===== src/logic/power_mode_pkg.sv =====
/*
 * Constants for the power mode and clock select block: register map,
 * field positions, reset values, legal mode codes and timing counts.
 * Assumes a single 40 MHz system clock and a plain register port.
 */
package power_mode_pkg;

   // ************************************************************
   // Register map
   // ************************************************************
   localparam logic [3:0] ADDR_POWER_MODE_CONTROL = 4'h0;
   localparam logic [3:0] ADDR_POWER_STATUS       = 4'h1;

   localparam logic [7:0] POWER_MODE_RESET = 8'h40;
   localparam logic [7:0] READ_UNMAPPED    = 8'h00;

   // ************************************************************
   // Field positions of power_mode_control
   // ************************************************************
   localparam int LOW_OSC_ENABLE_BIT    = 7;
   localparam int HIGH_OSC_ENABLE_BIT   = 6;
   localparam int DUAL_CLOCK_ENABLE_BIT = 5;
   localparam int CORE_CLOCK_SELECT_BIT = 4;
   localparam int RESERVED_BIT          = 3;
   localparam int INTERVAL_MSB          = 2;

   // ************************************************************
   // Legal values of the upper nibble
   // ************************************************************
   localparam logic [3:0] MODE_HIGH_SPEED   = 4'h4;
   localparam logic [3:0] MODE_HIGH_TO_DUAL = 4'hC;
   localparam logic [3:0] MODE_DUAL_CLOCK   = 4'hE;
   localparam logic [3:0] MODE_DUAL_TO_LOW  = 4'hF;
   localparam logic [3:0] MODE_LOW_SPEED    = 4'hB;

   // ************************************************************
   // Idle timer
   // ************************************************************
   localparam int          IDLE_TIMER_WIDTH = 17;
   localparam int          INTERVAL_TAP_LOW = 12;
   localparam logic [2:0]  INTERVAL_MAX_SEL = 3'h4;
   localparam logic [7:0]  RESET_PRESET_HIGH = 8'h0F;
   localparam logic [16:0] HALT_EXIT_PRESET  = 17'h00100;

   typedef enum logic [1:0] {
      PS_RUN,
      PS_IDLE,
      PS_HALT
   } power_save_t;

endpackage


===== src/logic/power_mode_clock_select.sv =====
/*
 * Power mode control register, oscillator enables, glitch-free core and
 * idle timer clock selection, idle timer, illegal-mode internal reset and
 * halt/idle power-save sequencing.
 * Assumes the two oscillator clocks arrive as one-cycle instruction-cycle
 * ticks synchronous to mclk, and that software uses the register port.
 */
`timescale 1ns/1ps

module power_mode_clock_select (
   // Clock and reset
   input  wire logic       mclk,
   input  wire logic       rst_b,
   // Register port
   input  wire logic [3:0] reg_addr,
   input  wire logic [7:0] reg_wdata,
   input  wire logic       reg_wr,
   input  wire logic       reg_rd,
   output logic      [7:0] reg_rdata,
   // Oscillator instruction-cycle ticks
   input  wire logic       high_osc_tick,
   input  wire logic       low_osc_tick,
   // Power-save requests and option
   input  wire logic       halt_req,
   input  wire logic       idle_req,
   input  wire logic       halt_option_enable,
   input  wire logic       multi_input_wakeup,
   // Oscillator enables and clocks out
   output logic            low_osc_enable,
   output logic            high_osc_enable,
   output logic            core_tick,
   output logic            idle_tick,
   // Status
   output logic            idle_interval_event,
   output logic            internal_reset,
   output logic            power_save_halt,
   output logic            power_save_idle
);

   // ************************************************************
   // Register state
   // ************************************************************
   logic [7:0]                  mode_q;
   logic [7:0]                  mode_d;
   logic                        check_q;
   logic                        int_reset_q;
   logic                        startup_q;
   logic                        core_low_q;
   logic                        idle_low_q;
   logic [16:0]                 timer_q;
   logic [16:0]                 timer_d;
   logic [7:0]                  rdata_q;
   logic                        core_tick_q;
   logic                        idle_tick_q;
   logic                        event_q;
   power_mode_pkg::power_save_t ps_q;
   power_mode_pkg::power_save_t ps_d;

   // ************************************************************
   // Decode
   // ************************************************************
   wire        sel_mode    = reg_addr == power_mode_pkg::ADDR_POWER_MODE_CONTROL;
   wire        sel_status  = reg_addr == power_mode_pkg::ADDR_POWER_STATUS;
   wire        write_mode  = reg_wr && sel_mode && !int_reset_q;
   wire [3:0]  nibble      = mode_q[7:4];
   wire        dual_bit    = mode_q[power_mode_pkg::DUAL_CLOCK_ENABLE_BIT];
   wire        core_bit    = mode_q[power_mode_pkg::CORE_CLOCK_SELECT_BIT];
   wire [2:0]  interval    = mode_q[power_mode_pkg::INTERVAL_MSB:0];

   // Legal upper nibble codes
   wire        mode_legal  = nibble == power_mode_pkg::MODE_HIGH_SPEED ||
                             nibble == power_mode_pkg::MODE_HIGH_TO_DUAL ||
                             nibble == power_mode_pkg::MODE_DUAL_CLOCK ||
                             nibble == power_mode_pkg::MODE_DUAL_TO_LOW ||
                             nibble == power_mode_pkg::MODE_LOW_SPEED;

   // Invalid pairing forces both clocks onto the low source
   wire        force_low   = core_bit && !dual_bit;
   wire        want_core_lo = core_bit || force_low;
   wire        want_idle_lo = dual_bit || force_low;

   // Selects move only when neither source ticks, so no pulse is cut
   wire        quiet       = !high_osc_tick && !low_osc_tick;

   wire        core_src    = core_low_q ? low_osc_tick : high_osc_tick;
   wire        idle_src    = idle_low_q ? low_osc_tick : high_osc_tick;

   // Halt freezes the idle timer too; idle keeps it counting
   wire        timer_run   = ps_q != power_mode_pkg::PS_HALT;
   wire        timer_step  = idle_src && timer_run;

   // Interval tap: bits 2-0 only steer the timer
   wire [2:0]  tap_sel     = interval > power_mode_pkg::INTERVAL_MAX_SEL ?
                             power_mode_pkg::INTERVAL_MAX_SEL : interval;
   wire [4:0]  tap_index   = 5'(power_mode_pkg::INTERVAL_TAP_LOW) + {2'b00, tap_sel};
   wire        tap_toggle  = timer_step && (timer_q[tap_index] != timer_d[tap_index]);

   wire        halt_ok     = halt_req && halt_option_enable;
   wire        startup_done = startup_q && timer_step && timer_q == '0;

   // ************************************************************
   // Next-state logic
   // ************************************************************
   always_comb begin
      mode_d = mode_q;
      if (write_mode) begin
         mode_d = reg_wdata;
         // Reserved bit is kept at zero whatever software writes
         mode_d[power_mode_pkg::RESERVED_BIT] = 1'b0;
      end
      if (check_q && !mode_legal) begin
         mode_d = power_mode_pkg::POWER_MODE_RESET;
      end
   end

   always_comb begin
      timer_d = timer_q;
      if (timer_step) begin
         timer_d = timer_q - 17'h00001;
      end
      if (check_q && !mode_legal) begin
         // Preset to 00Fx: 241 to 256 cycles whatever the clock
         timer_d = {1'b0, 8'h00, power_mode_pkg::RESET_PRESET_HIGH[3:0], timer_q[3:0]};
      end else if (ps_q == power_mode_pkg::PS_HALT && multi_input_wakeup) begin
         timer_d = power_mode_pkg::HALT_EXIT_PRESET;
      end
   end

   always_comb begin
      ps_d = ps_q;
      case (ps_q)
         power_mode_pkg::PS_RUN: begin
            if (halt_ok && !startup_q) begin
               ps_d = power_mode_pkg::PS_HALT;
            end else if (idle_req && !startup_q) begin
               ps_d = power_mode_pkg::PS_IDLE;
            end
         end
         power_mode_pkg::PS_IDLE: begin
            if (tap_toggle || multi_input_wakeup) begin
               ps_d = power_mode_pkg::PS_RUN;
            end
         end
         power_mode_pkg::PS_HALT: begin
            if (multi_input_wakeup) begin
               ps_d = power_mode_pkg::PS_RUN;
            end
         end
         default: ps_d = power_mode_pkg::PS_RUN;
      endcase
      if (check_q && !mode_legal) begin
         ps_d = power_mode_pkg::PS_RUN;
      end
   end

   // ************************************************************
   // Mode register
   // ************************************************************
   always_ff @(posedge mclk or negedge rst_b) begin
      if (!rst_b) begin
         mode_q <= power_mode_pkg::POWER_MODE_RESET;
         check_q <= 1'b0;
      end else begin
         mode_q <= mode_d;
         check_q <= write_mode;
      end
   end

   // ************************************************************
   // Internal reset and start-up delay
   // ************************************************************
   // Start-up holds the core off until the timer runs down; it is shared
   // by the illegal-mode reset and by the wake from halt.
   always_ff @(posedge mclk or negedge rst_b) begin
      if (!rst_b) begin
         int_reset_q <= 1'b0;
         startup_q <= 1'b0;
      end else if (check_q && !mode_legal) begin
         int_reset_q <= 1'b1;
         startup_q <= 1'b1;
      end else if (ps_q == power_mode_pkg::PS_HALT && multi_input_wakeup) begin
         startup_q <= 1'b1;
      end else if (startup_done) begin
         int_reset_q <= 1'b0;
         startup_q <= 1'b0;
      end
   end

   // ************************************************************
   // Idle timer and power-save state
   // ************************************************************
   // The idle timer counts in idle and holds in halt until wake; mode writes are still taken
   always_ff @(posedge mclk or negedge rst_b) begin
      if (!rst_b) begin
         timer_q <= '0;
         ps_q <= power_mode_pkg::PS_RUN;
         event_q <= 1'b0;
      end else begin
         timer_q <= timer_d;
         ps_q <= ps_d;
         event_q <= tap_toggle;
      end
   end

   // ************************************************************
   // Glitch-free clock selection
   // ************************************************************
   always_ff @(posedge mclk or negedge rst_b) begin
      if (!rst_b) begin
         core_low_q <= 1'b0;
         idle_low_q <= 1'b0;
      end else if (quiet) begin
         core_low_q <= want_core_lo;
         idle_low_q <= want_idle_lo;
      end
   end

   // Core gets no tick in either power-save mode or during start-up
   always_ff @(posedge mclk or negedge rst_b) begin
      if (!rst_b) begin
         core_tick_q <= 1'b0;
         idle_tick_q <= 1'b0;
      end else begin
         core_tick_q <= core_src && ps_q == power_mode_pkg::PS_RUN && !startup_q;
         idle_tick_q <= timer_step;
      end
   end

   // ************************************************************
   // Read port
   // ************************************************************
   wire [7:0] status_word = {2'b00, core_low_q, idle_low_q, startup_q, int_reset_q,
                             ps_q == power_mode_pkg::PS_HALT, ps_q == power_mode_pkg::PS_IDLE};
   wire [7:0] read_mux    = sel_mode ? mode_q : sel_status ? status_word : power_mode_pkg::READ_UNMAPPED;

   always_ff @(posedge mclk or negedge rst_b) begin
      if (!rst_b) begin
         rdata_q <= power_mode_pkg::READ_UNMAPPED;
      end else begin
         rdata_q <= reg_rd ? read_mux : power_mode_pkg::READ_UNMAPPED;
      end
   end

   // ************************************************************
   // Outputs
   // ************************************************************
   // Halt stops both oscillators; register bits still hold their values
   assign low_osc_enable      = mode_q[power_mode_pkg::LOW_OSC_ENABLE_BIT] &&
                                ps_q != power_mode_pkg::PS_HALT;
   assign high_osc_enable     = mode_q[power_mode_pkg::HIGH_OSC_ENABLE_BIT] &&
                                ps_q != power_mode_pkg::PS_HALT;
   assign core_tick           = core_tick_q;
   assign idle_tick           = idle_tick_q;
   assign idle_interval_event = event_q;
   assign internal_reset      = int_reset_q;
   assign power_save_halt     = ps_q == power_mode_pkg::PS_HALT;
   assign power_save_idle     = ps_q == power_mode_pkg::PS_IDLE;
   assign reg_rdata           = rdata_q;

endmodule


===== config.mk =====
export PLATFORM = sky130hd
export DESIGN_NAME = power_mode_clock_select
export DESIGN_NICKNAME = d
export VERILOG_FILES = /design/src/logic/power_mode_pkg.sv /design/src/logic/power_mode_clock_select.sv
export SDC_FILE = /design/constraint.sdc
export NUM_CORES = 1
export LEC_CHECK = 0
export ABC_CLOCK_PERIOD_IN_PS = 7150
export BUFFER_PORTS_ARGS = -buffer_cell sky130_fd_sc_hd__buf_2
export CAP_MARGIN = 25
export CORE_MARGIN = 2
export CORE_UTILIZATION = 35
export DETAILED_ROUTE_END_ITERATION = 16
export PLACE_DENSITY = 0.58
export SLEW_MARGIN = 20
export SYNTH_ARGS = -nofsm -noshare
export SYNTH_HDL_FRONTEND = slang
export SYNTH_SLANG_ARGS = --single-unit

===== constraint.sdc =====
create_clock -name mclk -period 7.15 [get_ports mclk]
set_clock_uncertainty 0.05 [all_clocks]
set_input_delay 0 -clock mclk [delete_from_list [all_inputs] [get_ports mclk]]
set_output_delay 0 -clock mclk [all_outputs]
set_load 0.05 [all_outputs]

Word-level counts from Yosys, hierarchy flattened
Cells that the tools add are included.
Widths: inputs -> output; s select.
{"block": "totals", "wordCells": 94, "output_inout_bits": 16, "reg_bits": 43}
{"block": "op_classes", "addsub": 2, "n_reduce_logical": 38, "order_cmp": 2, "mux": 26, "n_eq_ne": 14}
{"operator": "$mux 17", "n": 3}
{"operator": "$mux 8", "n": 4}
{"operator": "$logic_and 1x1->1", "n": 17}
{"operator": "$logic_not 17->1", "n": 1}
{"operator": "$sub 17x1->17 const B", "n": 1}
{"operator": "$eq 4x4->1 const B", "n": 4}
{"operator": "$bmux 1 s5", "n": 2}
{"operator": "$mux 2", "n": 5}
{"operator": "$mux 1", "n": 9}
{"operator": "$logic_or 1x1->1", "n": 7}
{"operator": "$logic_not 1->1", "n": 6}
{"operator": "$lt 5x6->1 const B", "n": 1}
{"operator": "$mux 6", "n": 1}
{"operator": "$pmux 2 s3", "n": 1}
{"operator": "$add 4x3->5 const A", "n": 1}
{"operator": "$eq 4x1->1 const B", "n": 1}
{"operator": "$eq 4x3->1 const B", "n": 1}
{"operator": "$logic_not 4->1", "n": 1}
{"operator": "$ne 2x2->1 const B", "n": 2}
{"operator": "$ne 4x4->1 const B", "n": 1}
{"operator": "$reduce_bool 2->1", "n": 2}
{"operator": "$gt 3x3->1 const B", "n": 1}
{"operator": "$mux 3", "n": 1}
{"operator": "$ne 3x1->1 const B", "n": 1}
{"operator": "other kinds (8)", "n": 8}

Longest topological paths before layout
{"block": "logic_depth", "depth_word": 16, "depth_mapped": 9, "mapped_depth_nobuf": 9}

Worst setup path before layout
No wires, ideal clock.
{"block": "synth_path", "kind": "flip-flop to flip-flop", "from": "register timer_q[11]", "to": "register event_q (netlist: idle_interval_event)", "required_ns": 6.965, "t_arrival_ns": 2.198, "path_slack_ns": 4.767, "setup_ns": 0.135, "stages_incl_launch_ff": 7, "cell_sequence": "dfrtp_1 or4_4 or4_4 nor4_2 mux2i_1 o221a_1 o211ai_1"}
{"block": "synth_between", "elab_chain_cells": 8}
{"element": "start: declaration", "line": "power_mode_clock_select.sv:50", "rtl": "logic [16:0] timer_q;"}
{"element": "start signal: assignment", "line": "power_mode_clock_select.sv:199", "rtl": "timer_q <= timer_d;"}
{"element": "$sub 17x1->17", "line": "power_mode_clock_select.sv:119", "rtl": "timer_d = timer_q - 17'h00001;"}
{"element": "$mux 17", "line": "power_mode_clock_select.sv:118", "rtl": "if (timer_step) begin"}
{"element": "$mux 17", "line": "power_mode_clock_select.sv:124", "rtl": "end else if (ps_q == power_mode_pkg::PS_HALT && multi_input_wakeup) begin"}
{"element": "$mux 17", "line": "power_mode_clock_select.sv:121", "rtl": "if (check_q && !mode_legal) begin"}
{"element": "$bmux 1 s5", "line": "power_mode_clock_select.sv:96", "rtl": "wire tap_toggle = timer_step && (timer_q[tap_index] != timer_d[tap_index]);"}
{"element": "$mux 1 (implied by the code)", "line": "power_mode_clock_select.sv:96"}
{"element": "$ne 1x1->1 (*)", "line": "power_mode_clock_select.sv:96"}
{"element": "$logic_and 1x1->1 (*)", "line": "power_mode_clock_select.sv:96"}
{"element": "named net tap_toggle", "line": "power_mode_clock_select.sv:96"}
{"element": "end signal: assignment", "line": "power_mode_clock_select.sv:201", "rtl": "event_q <= tap_toggle;"}
{"element": "end: declaration", "line": "power_mode_clock_select.sv:55", "rtl": "logic event_q;"}
The timed path passes the listed nets; every way through them passes the cells marked *. The select of a mux whose other input is x is not followed.
A chain may end at the register's enable or synchronous reset.

Final worst setup path
{"block": "layout_path", "from": "register ps_q[0]", "to": "register event_q (netlist: idle_interval_event)"}
{"block": "layout_between", "elab_chain_cells": 9}
{"element": "start: declaration", "line": "power_mode_clock_select.sv:56", "rtl": "power_mode_pkg::power_save_t ps_q;"}
{"element": "start signal: assignment", "line": "power_mode_clock_select.sv:196", "rtl": "ps_q <= power_mode_pkg::PS_RUN;"}
{"element": "start signal: assignment", "line": "power_mode_clock_select.sv:200", "rtl": "ps_q <= ps_d;"}
{"element": "$ne 2x2->1", "line": "power_mode_clock_select.sv:89", "rtl": "wire timer_run = ps_q != power_mode_pkg::PS_HALT;"}
{"element": "$logic_and 1x1->1", "line": "power_mode_clock_select.sv:90", "rtl": "wire timer_step = idle_src && timer_run;"}
{"element": "$mux 17", "line": "power_mode_clock_select.sv:118"}
{"element": "$mux 17", "line": "power_mode_clock_select.sv:124"}
{"element": "$mux 17", "line": "power_mode_clock_select.sv:121"}
{"element": "$bmux 1 s5", "line": "power_mode_clock_select.sv:96"}
{"element": "$mux 1 (implied by the code)", "line": "power_mode_clock_select.sv:96"}
{"element": "$ne 1x1->1", "line": "power_mode_clock_select.sv:96"}
{"element": "$logic_and 1x1->1 (*)", "line": "power_mode_clock_select.sv:96"}
{"element": "named net tap_toggle", "line": "power_mode_clock_select.sv:96"}
Marked as above.

==> out/results.ini <==
[synthesis]
synth_cell_types=55
ys_warn_count=0
synth.avg_cell_area_um2=9.424
synth-main-ff-cell=dfrtp_1
synth_edf_count=0
synth-xor-area-share_pct=3.955
syn-instance-count=235
synth_async_sr_flop_share_pct=100.0
yosys.area_share.adder_pct=1.130
synth_top_family_by_area=simple AND/OR/NAND/NOR gates
yosys.area_share.simple_pct=26.44
synth_seq_cells=42
synth_mux_area_share_pct=6.667
synth.yosys.seq_area_share_pct=47.51
netlist_area_um2=2215
synth_nets=259
synth_compound_area_share_pct=10.79

[hold_path]
hp-class=primary input to register
holdPathEnd=reg_rdata[3]$_DFF_PN0_
holdCritStartpoint=reg_rd
holdPathStages=3

[global_route]
grt-ovfl-total=0
grt_pass1_vias=1765
grt_usage_pct=15.51
grt_max_degree=43
grt_first_pass_wirelength_um=8652
antenna_found_initial=0

[die]
die_w_um=83.55
start_util_pct=36.75
dieArea_um2=6980
row_count=28
die_h_um=83.55
io_pins=38
core-area_um2=6026

[final_layout]
nets=311
multi_input_area_um2=1085
area_growth_pct=21.92
ff_latch_area_um2=1052
antennaDiodeCount=0
n_fill_cell=617
final_util_pct=44.81
drive_above_1_share_pct=21.18
final_area_um2=2700

[worst_setup_path]
rrSetupSlack_ps=4480
worstPathCellList=nand2b_1 > inv_2 > a221o_1 > nor3b_1 > mux2i_1 > a41oi_1 > o221a_1 > o211ai_1
crit_required_ps=7270
path_class=register to register
start_kind=register
path_delay_family=compound AO/OA/AOI/OAI gates
end_kind=register
cp.arrival_ps=2790
worstPathMaxFanout=14
ff2ff_path_depth=8
r2r_end=idle_interval_event$_DFF_PN0_
reg2reg_from=ps_q[0]$_DFFE_PN0P_
max_stage_delay_ps=560
crit_buf_inv=1
cp_slowest_cell=a221o_1

[drt]
ant_nets=0
routed_wl_um=5160
drc=0
dr.pass1.iters=4
avgViaCountPerCell=5.146
drt-initial-drc-count=72
vias=1868
wire_per_inst_um=14.21

[placement]
dpl_worst_slack_ps=4517
place_congestion=0.7409
io_buffer_count=36
place_area_um2=2460
dp_hpwl_um=3735

[timing]
hold_viol_final=0
slew_viol_final=0
fin_crit_sh_pct=37.39
setup_tns_ps=0
max_freq_mhz=374.0
tightest_slew_ps=967.0
min_period_ps=2674
setup-violations-final=0
relSlewSlack_pct=34.85
worst_slack_ps=4476
rsz0062_at_grt=no

[clocking]
cts-htree-levels=2
cts_root_buf=clkbuf_8
cts_tree=yes
hold_buffers=13
clkTransAtPathRegs_ps=90
cts_resized=0
clock_latency_ps=300
postCtsSetupBuffers=0
cts_buffer_depth=2
clkSinkCount=42
cts_buffers=5

[pwr]
vdd_drop_max_mv=0.1033
power_density_nw_per_um2=311.8
total_power_uw=841.8
cellLeakagePower_nw=1.241

[run_status]
status=complete, no violations

[run]
max_cap_viol_count=0

==> cell usage after synthesis, types with 4 or more instances <==
cell type  number  share of area (%)
nand3_1         5                1.1
mux2i_1        10                4.5
o21ai_0        12                2.7
nor3_1         10                2.3
nand4_1         5                1.4
nor4_1          6                1.7
nor3b_1         4                1.4
xnor2_1         8                3.2
clkbuf_1        4               0.68
nor2_1         35                5.9
inv_1          10                1.7
nand2_1        26                4.4
a21oi_1         8                1.8
dfrtp_1        41                 46
==> flip-flops by register name, summed over array words and instances, names as in the netlist, named ones only <==
name,count
idle_tick,1
reg_rdata,8
timer_q,13
internal_reset,1
startup_q,1
ps_q,2
idle_interval_event,1
idle_low_q,1
core_low_q,1
core_tick,1
check_q,1
mode_q,7
==> cell usage in the layout, fill, tap and decap left out, drive strengths merged, types with 2 or more instances in the layout <==
master,n
a21oi,8
or2,2
o21ai,13
or4,4
nand3,5
nand2b,2
buf,37
a32oi,2
ha,2
a211oi,2
nor2,35
clkinv,4
nor4,7
clkbuf,5
xnor2,8
and2,3
xor2,2
dfrtp,41
and4,2
nand2,26
nor3,11
dlygate4sd3,13
mux2i,11
or3,2
inv,11
nor2b,2
nand4,5
nor3b,4
==> where the power goes <==
part	switching (mW)	total [mW]	internal [mW]
sequential	0.0612	0.357	0.296
clock	0.0863	0.155	0.0686
combinational	0.202	0.330	0.128
==> metrics by stage <==
stage,cells,hold slack (ps)
finish,363,43.09
global route,363,77.89
CTS,362,44.01
detailed placement,341,153.6
global placement,341,150.3
floorplan,235,-345.6
==> worst min-delay path, stage by stage <==
cell	delay, ps
buf_2	90
nand2_1	200
nor2_1	80
==> how the worst max path moves through the flow <==
stage	from	depth (start not counted)	endpoint
after global placement	ps_q[0]$_DFFE_PN0P_	8	idle_interval_event$_DFF_PN0_
after global routing	ps_q[0]$_DFFE_PN0P_	8	idle_interval_event$_DFF_PN0_
final	ps_q[0]$_DFFE_PN0P_	8	idle_interval_event$_DFF_PN0_
after CTS	ps_q[0]$_DFFE_PN0P_	8	idle_interval_event$_DFF_PN0_
after detailed placement	ps_q[0]$_DFFE_PN0P_	8	idle_interval_event$_DFF_PN0_
after floorplan	timer_q[11]$_DFF_PN0_	6	idle_interval_event$_DFF_PN0_
==> cell families after synthesis <==
logic type	after synthesis
AND/OR/NAND/NOR	114
adder cells (fa/ha/maj)	2
flip-flops	42
buffers and inverters	18
multiplexers	13
AO/OA/AOI/OAI	36
XOR/XNOR	10
==> routing by layer <==
| layer | part of all wire (%) | GRT usage, % | wire (um) |
|---|---|---|---|
| met3 | 4.1 | 3.858 | 211 |
| met1 | 48 | 21.10 | 2476 |
| met5 | 0 | 0 | 0 |
| met4 | 1.9 | 5.572 | 96 |
| met2 | 46 | 24.05 | 2375 |
==> cell type report <==
class,count,area share (%)
clock buffers,5,2.549
clock inverters,3,0.7878
inverters,13,1.807
multi-input cells,175,40.18
flip-flops and latches,42,38.97
well taps,75,3.475
repair buffers,50,12.23
Note: power is estimated with default switching activity, not from simulation.
